<file path="config.mk">
export PLATFORM = sky130hd
export DESIGN_NAME = spiu_controller
export DESIGN_NICKNAME = d
export VERILOG_FILES = /design/src/design/spiu_pkg.sv /design/src/design/spiu_controller.sv
export SDC_FILE = /design/constraint.sdc
export NUM_CORES = 1
export LEC_CHECK = 0
export ABC_AREA = 1
export BUFFER_PORTS_ARGS = -buffer_cell sky130_fd_sc_hd__clkbuf_2
export CORE_ASPECT_RATIO = 1.75
export CORE_MARGIN = 2
export CORE_UTILIZATION = 50
export DETAILED_ROUTE_END_ITERATION = 16
export PLACE_DENSITY = 0.72
export SYNTH_ARGS = -nofsm -noshare
export SYNTH_HDL_FRONTEND = slang
export SYNTH_SLANG_ARGS = --single-unit
</file>
<file path="constraint.sdc">
create_clock -name clk -period 3.2 [get_ports clk]
set_clock_uncertainty 0.05 [all_clocks]
set_input_delay 0.48 -clock clk [delete_from_list [all_inputs] [get_ports clk]]
set_output_delay 0.48 -clock clk [all_outputs]
set_load 0.02 [all_outputs]
</file>
<file path="src/design/spiu_pkg.sv">
// spiu_pkg: constants and carrier types for the seven-source priority interrupt unit
// assumes one 25 MHz core clock and an 8-bit register port with one-cycle read data
package spiu_pkg;

  // register offsets on the 8-bit register port
  localparam logic [7:0] ADDR_IRQ_ENABLE = 8'ha8;
  localparam logic [7:0] ADDR_PRIO_LOW = 8'ha9;
  localparam logic [7:0] ADDR_PRIO_HIGH = 8'haa;
  localparam logic [7:0] ADDR_REQ_FLAGS = 8'hb8;
  localparam logic [7:0] ADDR_EXT_MODE = 8'hb9;
  localparam logic [7:0] ADDR_EVT_STATUS = 8'hba;
  localparam logic [7:0] ADDR_EVT_MASK = 8'hbb;
  localparam logic [7:0] ADDR_ACQ_SYNC = 8'hc0;
  localparam logic [7:0] ADDR_DISP_SYNC = 8'hc8;
  localparam logic [7:0] ADDR_IN_SERVICE = 8'hbc;

  // reset values
  localparam logic [7:0] RST_IRQ_ENABLE = 8'h00;
  localparam logic [6:0] RST_PRIO = 7'h00;
  localparam logic [6:0] RST_REQ_FLAGS = 7'h00;
  localparam logic [1:0] RST_EXT_MODE = 2'h0;
  localparam logic [6:0] RST_EVT = 7'h00;
  localparam logic [7:0] RST_ACQ_SYNC = 8'h00;
  localparam logic [6:0] RST_DISP_SYNC = 7'h00;

  // source indices, also bit positions in enable and priority registers
  localparam int SRC_EXT0 = 0;
  localparam int SRC_TMR0 = 1;
  localparam int SRC_EXT1 = 2;
  localparam int SRC_TMR1 = 3;
  localparam int SRC_SER = 4;
  localparam int SRC_SYNC = 5;
  localparam int SRC_ADC = 6;
  localparam int NUM_SRC = 7;
  localparam int GLOBAL_EN_BIT = 7;

  // request flag register layout
  localparam int FLG_EXT0 = 0;
  localparam int FLG_TMR0 = 1;
  localparam int FLG_EXT1 = 2;
  localparam int FLG_TMR1 = 3;
  localparam int FLG_RX = 4;
  localparam int FLG_TX = 5;
  localparam int FLG_ADC = 6;

  // display sync register: flag/enable pairs in bits 3..0, plain bits above
  localparam int DSP_H_FLAG = 0;
  localparam int DSP_H_EN = 1;
  localparam int DSP_V_FLAG = 2;
  localparam int DSP_V_EN = 3;
  // acquisition sync register: flag at even bit, enable at odd bit above it
  localparam int ACQ_H_FLAG = 0;
  localparam int ACQ_V_FLAG = 2;
  localparam int ACQ_L24_FLAG = 4;
  localparam int ACQ_EVEN_FLAG = 6;

  // vectors: 03, 0b, 13, ... one step of eight per source
  localparam logic [7:0] VEC_BASE = 8'h03;
  localparam int VEC_SHIFT = 3;

  // response delay window, scaled to this clock
  localparam int CLK_PERIOD_NS = 40;
  localparam int RESP_MIN_NS = 890;
  localparam int RESP_MAX_NS = 2330;
  localparam int RESP_MIN_CYC = (RESP_MIN_NS + CLK_PERIOD_NS - 1) / CLK_PERIOD_NS;
  localparam int RESP_MAX_CYC = RESP_MAX_NS / CLK_PERIOD_NS;

  typedef struct packed {
    logic [7:0] addr;
    logic [7:0] wdata;
    logic wr;
    logic rd;
  } spiu_bus_req_t;

  typedef struct packed {
    logic valid;
    logic [7:0] vector;
    logic [1:0] level;
    logic [2:0] source;
  } spiu_core_req_t;

  typedef struct packed {
    logic [1:0] extPinN;
    logic [1:0] timerOverflow;
    logic serialRxDone;
    logic serialTxDone;
    logic adcDone;
    logic [1:0] dispSync;
    logic [3:0] acqSync;
  } spiu_events_t;

endpackage

</file>
<file path="src/design/spiu_controller.sv">
// spiu_controller: seven-source, four-level nested interrupt controller with vector output
// assumes sources and core are synchronous to clk; the core acks the presented request
//
// Local design decision: the plain strobed port.
`timescale 1ns/1ps
`default_nettype none

module spiu_controller
  import spiu_pkg::*;
(
  input wire logic clk,
  input wire logic reset_n,
  input wire spiu_bus_req_t busReq,
  output logic [7:0] busRdata,
  input wire spiu_events_t events,
  output spiu_core_req_t coreReq,
  input wire logic coreAck,
  input wire logic coreReti,
  output logic irqOut
);

  localparam int CNT_W = 6;
  localparam logic [CNT_W-1:0] RESP_MIN = CNT_W'(RESP_MIN_CYC);

  typedef struct packed {
    logic [7:0] irqEnable;
    logic [6:0] prioLow;
    logic [6:0] prioHigh;
    logic [6:0] reqFlags;
    logic [1:0] extMode;
    logic [6:0] evtStatus;
    logic [6:0] evtMask;
    logic [7:0] acqSync;
    logic [6:0] dispSync;
    logic [3:0] inService;
    logic [1:0] pinPrev;
    logic [6:0] rawPrev;
    logic [CNT_W-1:0] delayCnt;
    logic [7:0] rdData;
    spiu_core_req_t present;
  } spiu_state_t;

  spiu_state_t state_reg;
  spiu_state_t state_next;

  logic [6:0] rawReq;
  logic [6:0] eligible;
  logic [1:0] srcLevel [NUM_SRC];
  logic candValid;
  logic [2:0] candSrc;
  logic [1:0] candLevel;
  logic svcActive;
  logic [1:0] svcLevel;
  logic syncReq;

  // sync group request from flag and enable pairs
  always_comb begin
    syncReq = 1'b0;
    for (int k = 0; k < 2; k++) begin
      syncReq = syncReq | (state_reg.dispSync[2*k] & state_reg.dispSync[2*k+1]);
    end
    for (int k = 0; k < 4; k++) begin
      syncReq = syncReq | (state_reg.acqSync[2*k] & state_reg.acqSync[2*k+1]);
    end
  end

  // per-source raw requests and the level currently in service
  always_comb begin
    rawReq[SRC_EXT0] = state_reg.reqFlags[FLG_EXT0];
    rawReq[SRC_TMR0] = state_reg.reqFlags[FLG_TMR0];
    rawReq[SRC_EXT1] = state_reg.reqFlags[FLG_EXT1];
    rawReq[SRC_TMR1] = state_reg.reqFlags[FLG_TMR1];
    rawReq[SRC_SER] = state_reg.reqFlags[FLG_RX] | state_reg.reqFlags[FLG_TX];
    rawReq[SRC_SYNC] = syncReq;
    rawReq[SRC_ADC] = state_reg.reqFlags[FLG_ADC];
    svcActive = |state_reg.inService;
    svcLevel = 2'd0;
    for (int l = 0; l < 4; l++) begin
      if (state_reg.inService[l]) begin
        svcLevel = 2'(l);
      end
    end
    for (int i = 0; i < NUM_SRC; i++) begin
      srcLevel[i] = {state_reg.prioHigh[i], state_reg.prioLow[i]};
    end
  end

  // pick the winner: highest level first, lowest source index inside a level
  always_comb begin
    candValid = 1'b0;
    candSrc = 3'd0;
    candLevel = 2'd0;
    for (int i = 0; i < NUM_SRC; i++) begin
      eligible[i] = rawReq[i] & state_reg.irqEnable[i]
        & state_reg.irqEnable[GLOBAL_EN_BIT]
        & (!svcActive || srcLevel[i] > svcLevel);
    end
    for (int l = 3; l >= 0; l--) begin
      for (int i = NUM_SRC - 1; i >= 0; i--) begin
        if (!candValid && eligible[i] && srcLevel[i] == 2'(l)) begin
          candSrc = 3'(i);
          candLevel = 2'(l);
        end
      end
      if (!candValid) begin
        for (int i = 0; i < NUM_SRC; i++) begin
          candValid = candValid | (eligible[i] && srcLevel[i] == 2'(l));
        end
      end
    end
  end

  // next state: register writes, hardware flag setting, service bookkeeping
  always_comb begin
    logic wrHit;
    logic takeAck;
    logic [6:0] hwSetFlags;
    logic [7:0] hwSetAcq;
    logic [6:0] hwSetDisp;
    logic [1:0] pinActive;
    logic [1:0] pinFall;
    logic [6:0] rawRise;
    logic readClear;
    wrHit = busReq.wr;
    takeAck = coreAck & state_reg.present.valid;
    state_next = state_reg;
    pinActive = ~events.extPinN;
    pinFall = pinActive & ~state_reg.pinPrev;
    hwSetFlags = 7'h00;
    hwSetAcq = 8'h00;
    hwSetDisp = 7'h00;
    rawRise = 7'h00;
    readClear = 1'b0;

    // hardware set sources, or-ed in after any write so a set is never lost
    hwSetFlags[FLG_EXT0] = state_reg.extMode[0] & pinFall[0];
    hwSetFlags[FLG_EXT1] = state_reg.extMode[1] & pinFall[1];
    hwSetFlags[FLG_TMR0] = events.timerOverflow[0];
    hwSetFlags[FLG_TMR1] = events.timerOverflow[1];
    hwSetFlags[FLG_RX] = events.serialRxDone;
    hwSetFlags[FLG_TX] = events.serialTxDone;
    hwSetFlags[FLG_ADC] = events.adcDone;
    hwSetDisp[DSP_H_FLAG] = events.dispSync[0];
    hwSetDisp[DSP_V_FLAG] = events.dispSync[1];
    hwSetAcq[ACQ_H_FLAG] = events.acqSync[0];
    hwSetAcq[ACQ_V_FLAG] = events.acqSync[1];
    hwSetAcq[ACQ_L24_FLAG] = events.acqSync[2];
    hwSetAcq[ACQ_EVEN_FLAG] = events.acqSync[3];

    // register writes
    if (wrHit) begin
      unique case (busReq.addr)
        ADDR_IRQ_ENABLE: state_next.irqEnable = busReq.wdata;
        ADDR_PRIO_LOW: state_next.prioLow = busReq.wdata[6:0];
        ADDR_PRIO_HIGH: state_next.prioHigh = busReq.wdata[6:0];
        ADDR_REQ_FLAGS: state_next.reqFlags = busReq.wdata[6:0];
        ADDR_EXT_MODE: state_next.extMode = busReq.wdata[1:0];
        ADDR_EVT_MASK: state_next.evtMask = busReq.wdata[6:0];
        ADDR_ACQ_SYNC: state_next.acqSync = busReq.wdata;
        ADDR_DISP_SYNC: state_next.dispSync = busReq.wdata[6:0];
        default: ;
      endcase
    end

    // acknowledge clears edge-type external and timer flags, like hardware service
    if (takeAck) begin
      unique case (state_reg.present.source)
        3'(SRC_EXT0): begin
          if (state_reg.extMode[0]) begin
            state_next.reqFlags[FLG_EXT0] = 1'b0;
          end
        end
        3'(SRC_EXT1): begin
          if (state_reg.extMode[1]) begin
            state_next.reqFlags[FLG_EXT1] = 1'b0;
          end
        end
        3'(SRC_TMR0): state_next.reqFlags[FLG_TMR0] = 1'b0;
        3'(SRC_TMR1): state_next.reqFlags[FLG_TMR1] = 1'b0;
        default: ;
      endcase
    end

    state_next.reqFlags = state_next.reqFlags | hwSetFlags;
    state_next.acqSync = state_next.acqSync | hwSetAcq;
    state_next.dispSync = state_next.dispSync | hwSetDisp;

    // level mode: the flag simply follows the active-low pin
    for (int p = 0; p < 2; p++) begin
      if (!state_reg.extMode[p]) begin
        state_next.reqFlags[2*p] = pinActive[p];
      end
    end
    state_next.pinPrev = pinActive;

    // nesting: ack pushes the taken level, return pops the highest one
    if (coreReti && svcActive) begin
      state_next.inService[svcLevel] = 1'b0;
    end
    if (takeAck) begin
      state_next.inService[state_reg.present.level] = 1'b1;
    end

    // sticky event status: rising raw requests, read clears, set wins
    rawRise = rawReq & ~state_reg.rawPrev;
    state_next.rawPrev = rawReq;
    readClear = busReq.rd && busReq.addr == ADDR_EVT_STATUS;
    state_next.evtStatus = (readClear ? 7'h00 : state_reg.evtStatus) | rawRise;

    // response delay: hold a new winner back for the least response time
    if (!candValid || takeAck) begin
      state_next.delayCnt = '0;
    end else if (state_reg.delayCnt != RESP_MIN) begin
      state_next.delayCnt = state_reg.delayCnt + CNT_W'(1);
    end
    state_next.present.valid = candValid && !takeAck
      && state_reg.delayCnt == RESP_MIN;
    state_next.present.source = candSrc;
    state_next.present.level = candLevel;
    state_next.present.vector = VEC_BASE + 8'({candSrc, VEC_SHIFT'(0)});

    // read data, valid in the cycle after the strobe; unmapped reads give zero
    state_next.rdData = 8'h00;
    if (busReq.rd) begin
      unique case (busReq.addr)
        ADDR_IRQ_ENABLE: state_next.rdData = state_reg.irqEnable;
        ADDR_PRIO_LOW: state_next.rdData = {1'b0, state_reg.prioLow};
        ADDR_PRIO_HIGH: state_next.rdData = {1'b0, state_reg.prioHigh};
        ADDR_REQ_FLAGS: state_next.rdData = {1'b0, state_reg.reqFlags};
        ADDR_EXT_MODE: state_next.rdData = {6'h00, state_reg.extMode};
        ADDR_EVT_STATUS: state_next.rdData = {1'b0, state_reg.evtStatus};
        ADDR_EVT_MASK: state_next.rdData = {1'b0, state_reg.evtMask};
        ADDR_ACQ_SYNC: state_next.rdData = state_reg.acqSync;
        ADDR_DISP_SYNC: state_next.rdData = {1'b0, state_reg.dispSync};
        ADDR_IN_SERVICE: state_next.rdData = {4'h0, state_reg.inService};
        default: state_next.rdData = 8'h00;
      endcase
    end
  end

  // single state register; reset loads constants only
  always_ff @(posedge clk or negedge reset_n) begin
    if (!reset_n) begin
      state_reg.irqEnable <= RST_IRQ_ENABLE;
      state_reg.prioLow <= RST_PRIO;
      state_reg.prioHigh <= RST_PRIO;
      state_reg.reqFlags <= RST_REQ_FLAGS;
      state_reg.extMode <= RST_EXT_MODE;
      state_reg.evtStatus <= RST_EVT;
      state_reg.evtMask <= RST_EVT;
      state_reg.acqSync <= RST_ACQ_SYNC;
      state_reg.dispSync <= RST_DISP_SYNC;
      state_reg.inService <= 4'h0;
      state_reg.pinPrev <= 2'h0;
      state_reg.rawPrev <= 7'h00;
      state_reg.delayCnt <= '0;
      state_reg.rdData <= 8'h00;
      state_reg.present <= '0;
    end else begin
      state_reg <= state_next;
    end
  end

  // outputs straight from flops, interrupt level from status and mask
  assign busRdata = state_reg.rdData;
  assign coreReq = state_reg.present;
  assign irqOut = |(state_reg.evtStatus & state_reg.evtMask);

endmodule

`default_nettype wire

</file>
## Word level (Yosys, flattened, before mapping)

Index checks and enable logic that the tools add are counted.

| word-level totals | value |
|---|---|
| register bits | 100 |
| bits of input ports | 35 |
| logic and storage cells | 337 |

| cells by class | value |
|---|---|
| add/sub/neg operators | 2 |
| order comparisons | 11 |
| eq/ne operators | 36 |
| multiplexer cells | 88 |
| bitwise gates (word level) | 76 |
| reduce and logical (&&, ||, !) cells | 106 |

Operator list:

| cell | count |
|---|---|
| $mux W3 | 28 |
| $eq A8 B8 Y1 const B | 10 |
| $pmux W8 S10 | 1 |
| $logic_and A1 B1 Y1 | 76 |
| $mux W2 | 31 |
| $or A1 B1 Y1 | 33 |
| $and A1 B1 Y1 | 30 |
| $eq A2 B2 Y1 const B | 14 |
| $mux W7 | 3 |
| $mux W8 | 2 |
| $mux W15 | 1 |
| $and A7 B7 Y7 | 2 |
| $eq A2 B1 Y1 const B | 7 |
| $gt A2 B2 Y1 | 7 |
| $logic_not A2 Y1 | 7 |
| $mux W1 | 14 |
| $or A7 B7 Y7 | 2 |
| $mux W4 | 3 |
| $mux W6 | 2 |
| $reduce_and A2 Y1 | 5 |
| $mux W9 | 1 |
| $logic_or A1 B1 Y1 | 8 |
| $or A8 B7 Y8 | 1 |
| $add A2 B6 Y7 const A | 1 |
| 20 further kinds | 30 |

## Longest topological paths before layout

Gate-level depths: netlist of run 1.

| logic depth | value |
|---|---|
| word-level depth | 40 |
| gate-level depth with buffers | 32 |

## Worst setup path before layout of run 1

Ideal clock, no wire load.

| timing path | value |
|---|---|
| kind | register to register |
| start point | reg state_reg[39] (netlist name) |
| end point | reg state_reg[24] (netlist name) |
| library setup time | 0.135 ns |
| arrival time | 2.858 ns |
| required time | 3.015 ns |
| slack | 0.158 ns |
| stages on the path, launching flop included | 14 |
| cell sequence | dfrtp_1 > o21ai_0 > ha_1 > nor2_1 > o21ai_0 > nand2_2 > nand2_2 > nor3_1 > or4_4 > nor2_4 > nand2_4 > o41ai_4 > or2_1 > o31ai_1 |

| between the ends | value |
|---|---|
| longest elaborated chain between the ends | 39 |
| elaborated cells on any way between the ends | 87 |
| those cells by class | order compare: 7; mux: 6; bitwise: 34; reduce/logical: 40 |

RTL lines:

| what | line | source |
|---|---|---|
| start: declaration | spiu_controller.sv:43 | `spiu_state_t state_reg;` |
| start signal: assignment | spiu_controller.sv:260 | `state_reg <= state_next;` |
| $mux W2 (2 in series) | spiu_controller.sv:79 | `if (state_reg.inService[l]) begin` |
| $gt A2 B2 Y1 | spiu_controller.sv:96 | `& (!svcActive \|\| srcLevel[i] > svcLevel);` |
| $logic_or A1 B1 Y1 | spiu_controller.sv:96 |  |
| $and A1 B1 Y1 | spiu_controller.sv:96 |  |
| $logic_and A1 B1 Y1 | spiu_controller.sv:107 | `candValid = candValid \| (eligible[i] && srcLevel[i] == 2'(l));` |
| $or A1 B1 Y1 (13 in series) | spiu_controller.sv:107 |  |
| $mux W1 | spiu_controller.sv:105 | `if (!candValid) begin` |
| $or A1 B1 Y1 (7 in series) | spiu_controller.sv:107 |  |
| $mux W1 | spiu_controller.sv:105 |  |
| $or A1 B1 Y1 (7 in series) | spiu_controller.sv:107 |  |
| $mux W1 (*) | spiu_controller.sv:105 |  |
| $logic_not A1 Y1 (*) | spiu_controller.sv:211 | `if (!candValid \|\| takeAck) begin` |
| $logic_or A1 B1 Y1 (*) | spiu_controller.sv:211 |  |
| $mux W6 or $reduce_bool A2 Y1 (tied branches) | -- |  |

Mark *: on every way between the ends. The rest lies on a longest branch, timed or not.
A chain may end at the register's enable or synchronous reset.

## Final worst setup path of run 1

| timing path | value |
|---|---|
| start point | reg state_reg[39] (netlist name) |
| end point | reg state_reg, in the netlist coreReq[2] |

| between the ends | value |
|---|---|
| longest elaborated chain between the ends | 38 |
| elaborated cells on any way between the ends | 141 |
| those cells by class | order compare: 7; mux: 32; bitwise: 27; reduce/logical: 75 |

RTL lines:

| what | line | source |
|---|---|---|
| $mux W2 (2 in series) | spiu_controller.sv:79 |  |
| $gt A2 B2 Y1 | spiu_controller.sv:96 |  |
| $logic_or A1 B1 Y1 | spiu_controller.sv:96 |  |
| $and A1 B1 Y1 | spiu_controller.sv:96 |  |
| $logic_and A1 B1 Y1 | spiu_controller.sv:100, spiu_controller.sv:107 |  |
| $or A1 B1 Y1 (13 in series) | spiu_controller.sv:107 |  |
| $mux W1 | spiu_controller.sv:105 |  |
| $or A1 B1 Y1 (7 in series) | spiu_controller.sv:107 |  |
| $mux W1 | spiu_controller.sv:105 |  |
| $logic_not A1 Y1 | -- |  |
| $logic_and A1 B1 Y1 (2 in series) | spiu_controller.sv:100 | `if (!candValid && eligible[i] && srcLevel[i] == 2'(l)) begin` |
| $mux W3 (6 in series) | spiu_controller.sv:100 |  |
| $mux W3 (*) | spiu_controller.sv:100 |  |
| via candSrc[2] | spiu_controller.sv:50 | `logic [2:0] candSrc;` |

The timed path passes the listed nets; every way through them passes the cells marked *.

==> results of run 1 <==
==> metal layers <==
layer	GRT usage [%]	routed length, um
met1	27.50	5237
met4	17.11	916
met3	3.649	494
met5	0	0
met2	48.90	8273
==> metrics by stage <==
step / hold WS, ns / instances
final: 0.007662 / 869
after global routing: 0.02518 / 869
after CTS: 0.01057 / 865
after detailed placement: 0.3483 / 849
after global placement: 0.3422 / 849
after floorplan: 0.1344 / 680
==> final cells by class <==
| class | instances | area, um2 |
|---|---|---|
| inverters | 103 | 389.1 |
| well taps | 130 | 162.7 |
| clock inverters | 3 | 68.82 |
| clock buffers | 12 | 246.5 |
| flip-flops and latches | 94 | 2352 |
| repair buffers | 73 | 440.4 |
| multi-input cells | 454 | 2462 |
| fillers | 977 | 4451 |
==> path summary, 6_finish.rpt <==
check	from	end	slack, ns	cells after the start
max in group asynchronous	reset_n	srcLevel[9]$_DFFE_PN0P_	2.39	2
hold reg to reg	rawReq[0]$_DFF_PN0_	state_reg[28]$_DFF_PN0_	0.36	0
min in group clk	events[11]	state_reg[35]$_DFF_PN0_	0.24	2
setup / recovery	state_reg[39]$_DFF_PN0_	coreReq[2]$_DFF_PN0_	0.22	19
setup reg to reg	state_reg[39]$_DFF_PN0_	coreReq[2]$_DFF_PN0_	0.22	19
hold / removal	reset_n	state_reg[36]$_DFF_PN0_	0.008	1
==> logic make-up (layout without fill, tap and decap cells) <==
family                     count (synthesis)  after routing  share of synthesized area [%]
muxes                                      1              1                         0.1871
adders and majority gates                 15             15                          3.508
buffers and inverters                    132            191                          10.97
xor gates and xnor gates                   2              2                         0.3275
DFF                                       94             94                          43.97
other                                      2              4                         0.1404
AOI/OAI and AO/OA                        138            138                          15.41
and+or+nand+nor                          294            294                          25.49
==> cells in the final DEF, fill, tap and decap left out, types with 5 or more instances in the layout <==
| cell | netlist | routed |
|---|---|---|
| buf_4 | 22 | 18 |
| nand2_1 | 163 | 163 |
| clkbuf_2 | 0 | 53 |
| ha_1 | 15 | 13 |
| o21ai_0 | 73 | 69 |
| o21ai_1 | 2 | 6 |
| nand3_1 | 16 | 16 |
| inv_2 | 4 | 5 |
| nor3_1 | 26 | 24 |
| nor2_1 | 49 | 48 |
| dfrtp_1 | 94 | 94 |
| nand2_2 | 7 | 7 |
| inv_1 | 97 | 96 |
| nand4_1 | 5 | 5 |
| a21oi_1 | 19 | 19 |
| clkbuf_16 | 0 | 9 |
| o22ai_1 | 16 | 16 |
| nor3_2 | 3 | 5 |
| a221oi_1 | 6 | 6 |
==> report_power, final <==
group	internal (mW)	switching, mW	total, mW
sequential	1.30	0.0922	1.39
clock	0.704	0.441	1.15
combinational	0.269	0.455	0.725
==> repair_timing <==
action,CTS,global route
buffers inserted,1,4
endpoints found under the setup margin,1,3
pin swaps,1,3
gates resized for setup,0,12
==> cell usage after synthesis, types with 2 or more instances <==
master | number | share of area, %
nand4_1 | 5 | 0.58
o22ai_1 | 16 | 1.9
nor2_2 | 2 | 0.23
nor2_4 | 3 | 0.63
xnor2_1 | 2 | 0.33
a2111oi_0 | 3 | 0.49
o2111ai_1 | 3 | 0.49
o31ai_1 | 3 | 0.42
nor3_2 | 3 | 0.56
nand3_4 | 2 | 0.65
inv_2 | 4 | 0.28
nor4_1 | 3 | 0.35
nand3b_2 | 2 | 0.42
o21ai_0 | 73 | 6.8
buf_4 | 22 | 3.1
o221ai_1 | 2 | 0.33
o21ai_1 | 2 | 0.19
conb_1 | 2 | 0.14
nand3_1 | 16 | 1.5
inv_1 | 97 | 6.8
ha_1 | 15 | 3.5
nand2_1 | 163 | 11
nor3_1 | 26 | 2.4
clkbuf_1 | 6 | 0.42
nor2_1 | 49 | 3.4
a22o_1 | 4 | 0.65
nand2_2 | 7 | 0.82
a221oi_1 | 6 | 0.98
nor4_2 | 2 | 0.47
dfrtp_1 | 94 | 44
a21oi_1 | 19 | 1.8
o21bai_1 | 2 | 0.28
nand3b_1 | 4 | 0.56
==> impl_metrics.csv, run 1 <==
group,metric,value,unit
sta,hold_viol_final,0,
min_path,hold_class,"input port to asynchronous set/reset pin",
place,port_buffers,54,
global_route,overflow,0,
sta,min_period,2.982,ns
drt,wl,14.92,mm
critical_path,startpoint_type,"register",
clocking,root_buffer,"clkbuf_16",
power,total_power,3.261,mW
yosys,yosysUniqueCellTypes,49,
place,place_ws,-0.008202,ns
clocking,clock-sinks,94,
yosys,postSynthAreaPerCell,7.891,um2
sta,post-route-period-util,93.18,%
yosys,synth_flop_cell,"dfrtp_1",
sta,finalMaxSlewViolations,0,
yosys,ys_ff_latch,94,
floorplan,chipWidth,82.20,um
final_layout,largest_register_ffs,60,
critical_path,cp-end-kind,"register",
global_route,grt_use_total,26.92,%
yosys,async_flop_share,100.0,%
final_layout,utilization,57.91,%
sta,final.setup.worst_slack,0.2182,ns
clocking,clk_pin_slew,0.07,ns
yosys,synth-edff-count,0,
drt,routed-via-count,4842,
drt,drc_errors,0,
floorplan,initial_core_util,50.60,%
global_route,antenna_found_initial,0,
critical_path,crit_path_max_fanout,9,
yosys,synthCells,678,
clocking,clock_latency,0.34,ns
yosys,seq_area_frac_synth,43.97,%
critical_path,cp.required,3.38,ns
floorplan,die-area,11580,um2
critical_path,critical-path-top-cell-by-count,"nor2_1",
critical_path,worstSetupPathType,"register to register",
critical_path,crit_path_max_incr_delay,0.43,ns
clocking,htree_levels,3,
yosys,yosysWarnings,0,
sta,fmax,335.4,MHz
floorplan,core-area,10570,um2
yosys,syn_area,5350,um2
sta,worst_slew_margin_rel,61.56,%
floorplan,pin_count,58,
place,gp_congestion,0.9172,
critical_path,cp_top_family,"simple AND/OR/NAND/NOR gates",
final_layout,num_antenna_cells,0,
floorplan,die-height,140.8,um
sta,totalNegativeSetupSlack,0,ns
critical_path,crit_buf_inv,3,
final_layout,drive_gt1_share,16.91,%
job,maxCapViolations,0,
global_route,grt_pass1_wl,23.46,mm
clocking,clk_path_buf_depth,2,
final_layout,syn2layout_area_growth,14.43,%
critical_path,slowest_stage,"dfrtp_1",
global_route,grt_pass1_vias,4819,
final_layout,final_area,6122,um2
clocking,cts_tree,"built",
drt,drt-pass1-iter-count,5,
drt,wl_per_cell,17.17,um
sta,worst_pin_slew,0.5722,ns
global_route,grt_max_degree,70,
critical_path,path_cells,"nor2_4 > buf_12 > ha_1 > inv_1 > nor2_1 > o21ai_0 > nand2_1 > nand2_2 > nor2_1 > nor2_2 > nand3_2 > inv_4 > and2_4 > nand2_4 > nor2_1 > nor2_1 > o21ai_0 > a21oi_1 > nor4_2",
sta,setup_violations,0,
critical_path,cp.arrival,3.16,ns
drt,drt-initial-drc-count,403,
final_layout,fin_nets,785,
place,placed_cell_area,5712,um2
power,p_leak,3.073,nW
clocking,cts_buffers,9,
place,hpwl,11.78,mm
floorplan,fp-row-count,50,
power,power_density,532.7,nW/um2
clocking,postCtsHoldBufs,0,
drt,postRouteAntennaNets,0,
drt,vias_per_cell,5.572,
run_status,outcome,"finished, final reports clean",
power,ir_drop,0.4365,mV
Note: power is estimated with default switching activity, not from simulation.
==> run 2, diff against run 1 <==
- CTS_BUF_LIST: default -> sky130_fd_sc_hd__clkbuf_2
- PLACE_DENSITY: 0.72 -> default
- PLACE_DENSITY_LB_ADDON: default -> 0.05
==> run 2 against run 1 <==
Against the previous run:
- fmax hardly changed
- hold slack improved by 0.036 ns
- utilization is 0.14 points lower
- non-clock buffer count up 15
- via count decreased by 1.6%
- die area unchanged
- worst setup slack better by 0.0017 ns
- combinational power grew 2%
- critical path depth rose by 5
- clock power is 40% lower
==> impl_metrics.csv, run 2 (synthesized netlist as in run 1, its figures left out) <==
group,metric,value,unit
run_status,outcome,"finished, final reports clean",
sta,worst_pin_slew,0.6529,ns
sta,setup_violations,0,
critical_path,cp-end-kind,"register",
critical_path,worstSetupPathType,"register to register",
sta,rsz0062_at_grt,"yes",
clocking,cts_tree,"built",
final_layout,mostFrequentLayoutCells,"nand2_1 (163), inv_1 (96), dfrtp_1 (92)",
sta,finalMaxSlewViolations,0,
sta,hold_viol_final,0,
floorplan,core-area,10570,um2
power,p_leak,3.058,nW
critical_path,ff2ff_setup_slack,0.22,ns
sta,worst_slew_margin_rel,56.47,%
clocking,clock_latency,0.58,ns
floorplan,pin_count,58,
clocking,clk_pin_slew,0.26,ns
drt,wl,15.27,mm
final_layout,fin_nets,802,
global_route,grt_use_total,27.58,%
floorplan,fp-row-count,50,
final_layout,final_area,6107,um2
drt,drc_errors,0,
drt,vias_per_cell,5.364,
floorplan,die-height,140.8,um
critical_path,reg2regPathDepth,24,
floorplan,chipWidth,82.20,um
critical_path,crit_path_max_fanout,5,
global_route,antenna_found_initial,1,
power,power_density,462.2,nW/um2
global_route,grt_max_degree,52,
power,ir_drop,0.3335,mV
power,total_power,2.823,mW
clocking,root_buffer,"clkbuf_2",
floorplan,die-area,11580,um2
critical_path,r2r_start,"state_reg[40]$_DFF_PN0_",
drt,drt-initial-drc-count,365,
critical_path,cp-endpoint,"coreReq[0]$_DFF_PN0_",
place,port_buffers,54,
critical_path,startpoint_type,"register",
sta,min_period,2.980,ns
critical_path,cp.required,3.65,ns
sta,fin_hold_ws,0.04325,ns
final_layout,largest_register_ffs,60,
final_layout,drive_gt1_share,17.97,%
drt,postRouteAntennaNets,0,
place,placed_cell_area,5729,um2
place,gp_congestion,0.9669,
drt,wl_per_cell,17.20,um
critical_path,cp.arrival,3.43,ns
critical_path,regToRegEndpoint,"coreReq[0]$_DFF_PN0_",
final_layout,nFillCells,1036,
final_layout,mostFrequentLayoutCell,"nand2_1",
clocking,clk_path_buf_depth,2,
clocking,htree_levels,3,
sta,post-route-period-util,93.13,%
floorplan,initial_core_util,50.60,%
job,maxCapViolations,0,
global_route,grt_pass1_vias,4789,
critical_path,crit_start,"state_reg[40]$_DFF_PN0_",
drt,routed-via-count,4763,
clocking,cts_buffers,9,
sta,fmax,335.6,MHz
place,hpwl,12.07,mm
drt,drt-pass1-iter-count,7,
global_route,overflow,0,
min_path,hold_class,"input port to register",
clocking,clock-sinks,94,
global_route,grt_pass1_wl,23.85,mm
final_layout,syn2layout_area_growth,14.15,%
run 2: per-layer routing:
layer	global-route usage [%]	share of wire [%]
met1	30.34	38
met2	50.93	56
met3	3.585	3.0
met4	11.49	3.3
met5	0	0
run 2: worst min-delay path by stage:
stage / to / slack (ns) / start / cells past startpoint
4_1_cts: busRdata[1]$_DFF_PN0_ / 0.002 / busReq[0] / 3
6_report: state_reg[50]$_DFF_PN0_ / 0.04 / events[1] / 3
5_1_grt: rawReq[6]$_DFF_PN0_ / 0.01 / events[6] / 3
2_1_floorplan: busRdata[0]$_DFF_PN0_ / 0.13 / reset_n / 0
3_3_place_gp: state_reg[34]$_DFF_PN0_ / 0.33 / rawReq[6]$_DFF_PN0_ / 0
3_5_place_dp: state_reg[34]$_DFF_PN0_ / 0.34 / rawReq[6]$_DFF_PN0_ / 0
run 2: layout make-up:
class / count / area (um2) / area share, %
Multi-Input combinational cell: 456 / 2491 / 40.79
Sequential cell: 94 / 2355 / 38.56
Timing Repair Buffer: 88 / 565.5 / 9.260
Inverter: 103 / 389.1 / 6.372
Tap cell: 130 / 162.7 / 2.663
Clock inverter: 7 / 96.34 / 1.578
Clock buffer: 9 / 45.04 / 0.7376
Antenna cell: 1 / 2.502 / 0.04098
run 2: power breakdown:
group | switching, mW | total (mW) | internal [mW]
combinational | 0.459 | 0.741 | 0.282
clock | 0.427 | 0.686 | 0.259
sequential | 0.0956 | 1.40 | 1.30
run 2: critical path: stages (launching register included):
cell,delay [ns]
dfrtp_2,0.51
nor2_2,0.25
ha_1,0.30
nand2_1,0.08
nand2_1,0.05
nand2_1,0.06
nand2_1,0.06
nand2_1,0.16
nor3_2,0.08
inv_1,0.06
nand2_1,0.06
nor4_2,0.25
and2_4,0.24
nand2_1,0.07
nand2_1,0.07
nand2_1,0.04
nand2_1,0.05
nand2_1,0.06
nand2_1,0.05
nand2_1,0.04
nand2_1,0.05
nand2_1,0.04
nand2_1,0.05
nand2_1,0.06
a21oi_2,0.11
run 2: repair_timing:
item | 4_1_cts | 5_1_grt
hold buffers | 10 | 0
gates resized for setup | 0 | 13
buffers inserted | 0 | 6
setup endpoints to repair | 0 | 9
endpoints found under the hold margin | 58 | 0
run 2: per-stage QoR:
step	worst slack, ns	utilization [%]	TNS (ns)	instances
finish	0.2199	57.76	0	888
global placement	0.1843	54.19	0	853
detailed placement	0.09064	54.19	0	853
global route	-0.04756	57.76	-0.06904	888
CTS	0.03793	56.47	0	879
floorplan	0.1576	-	0	680
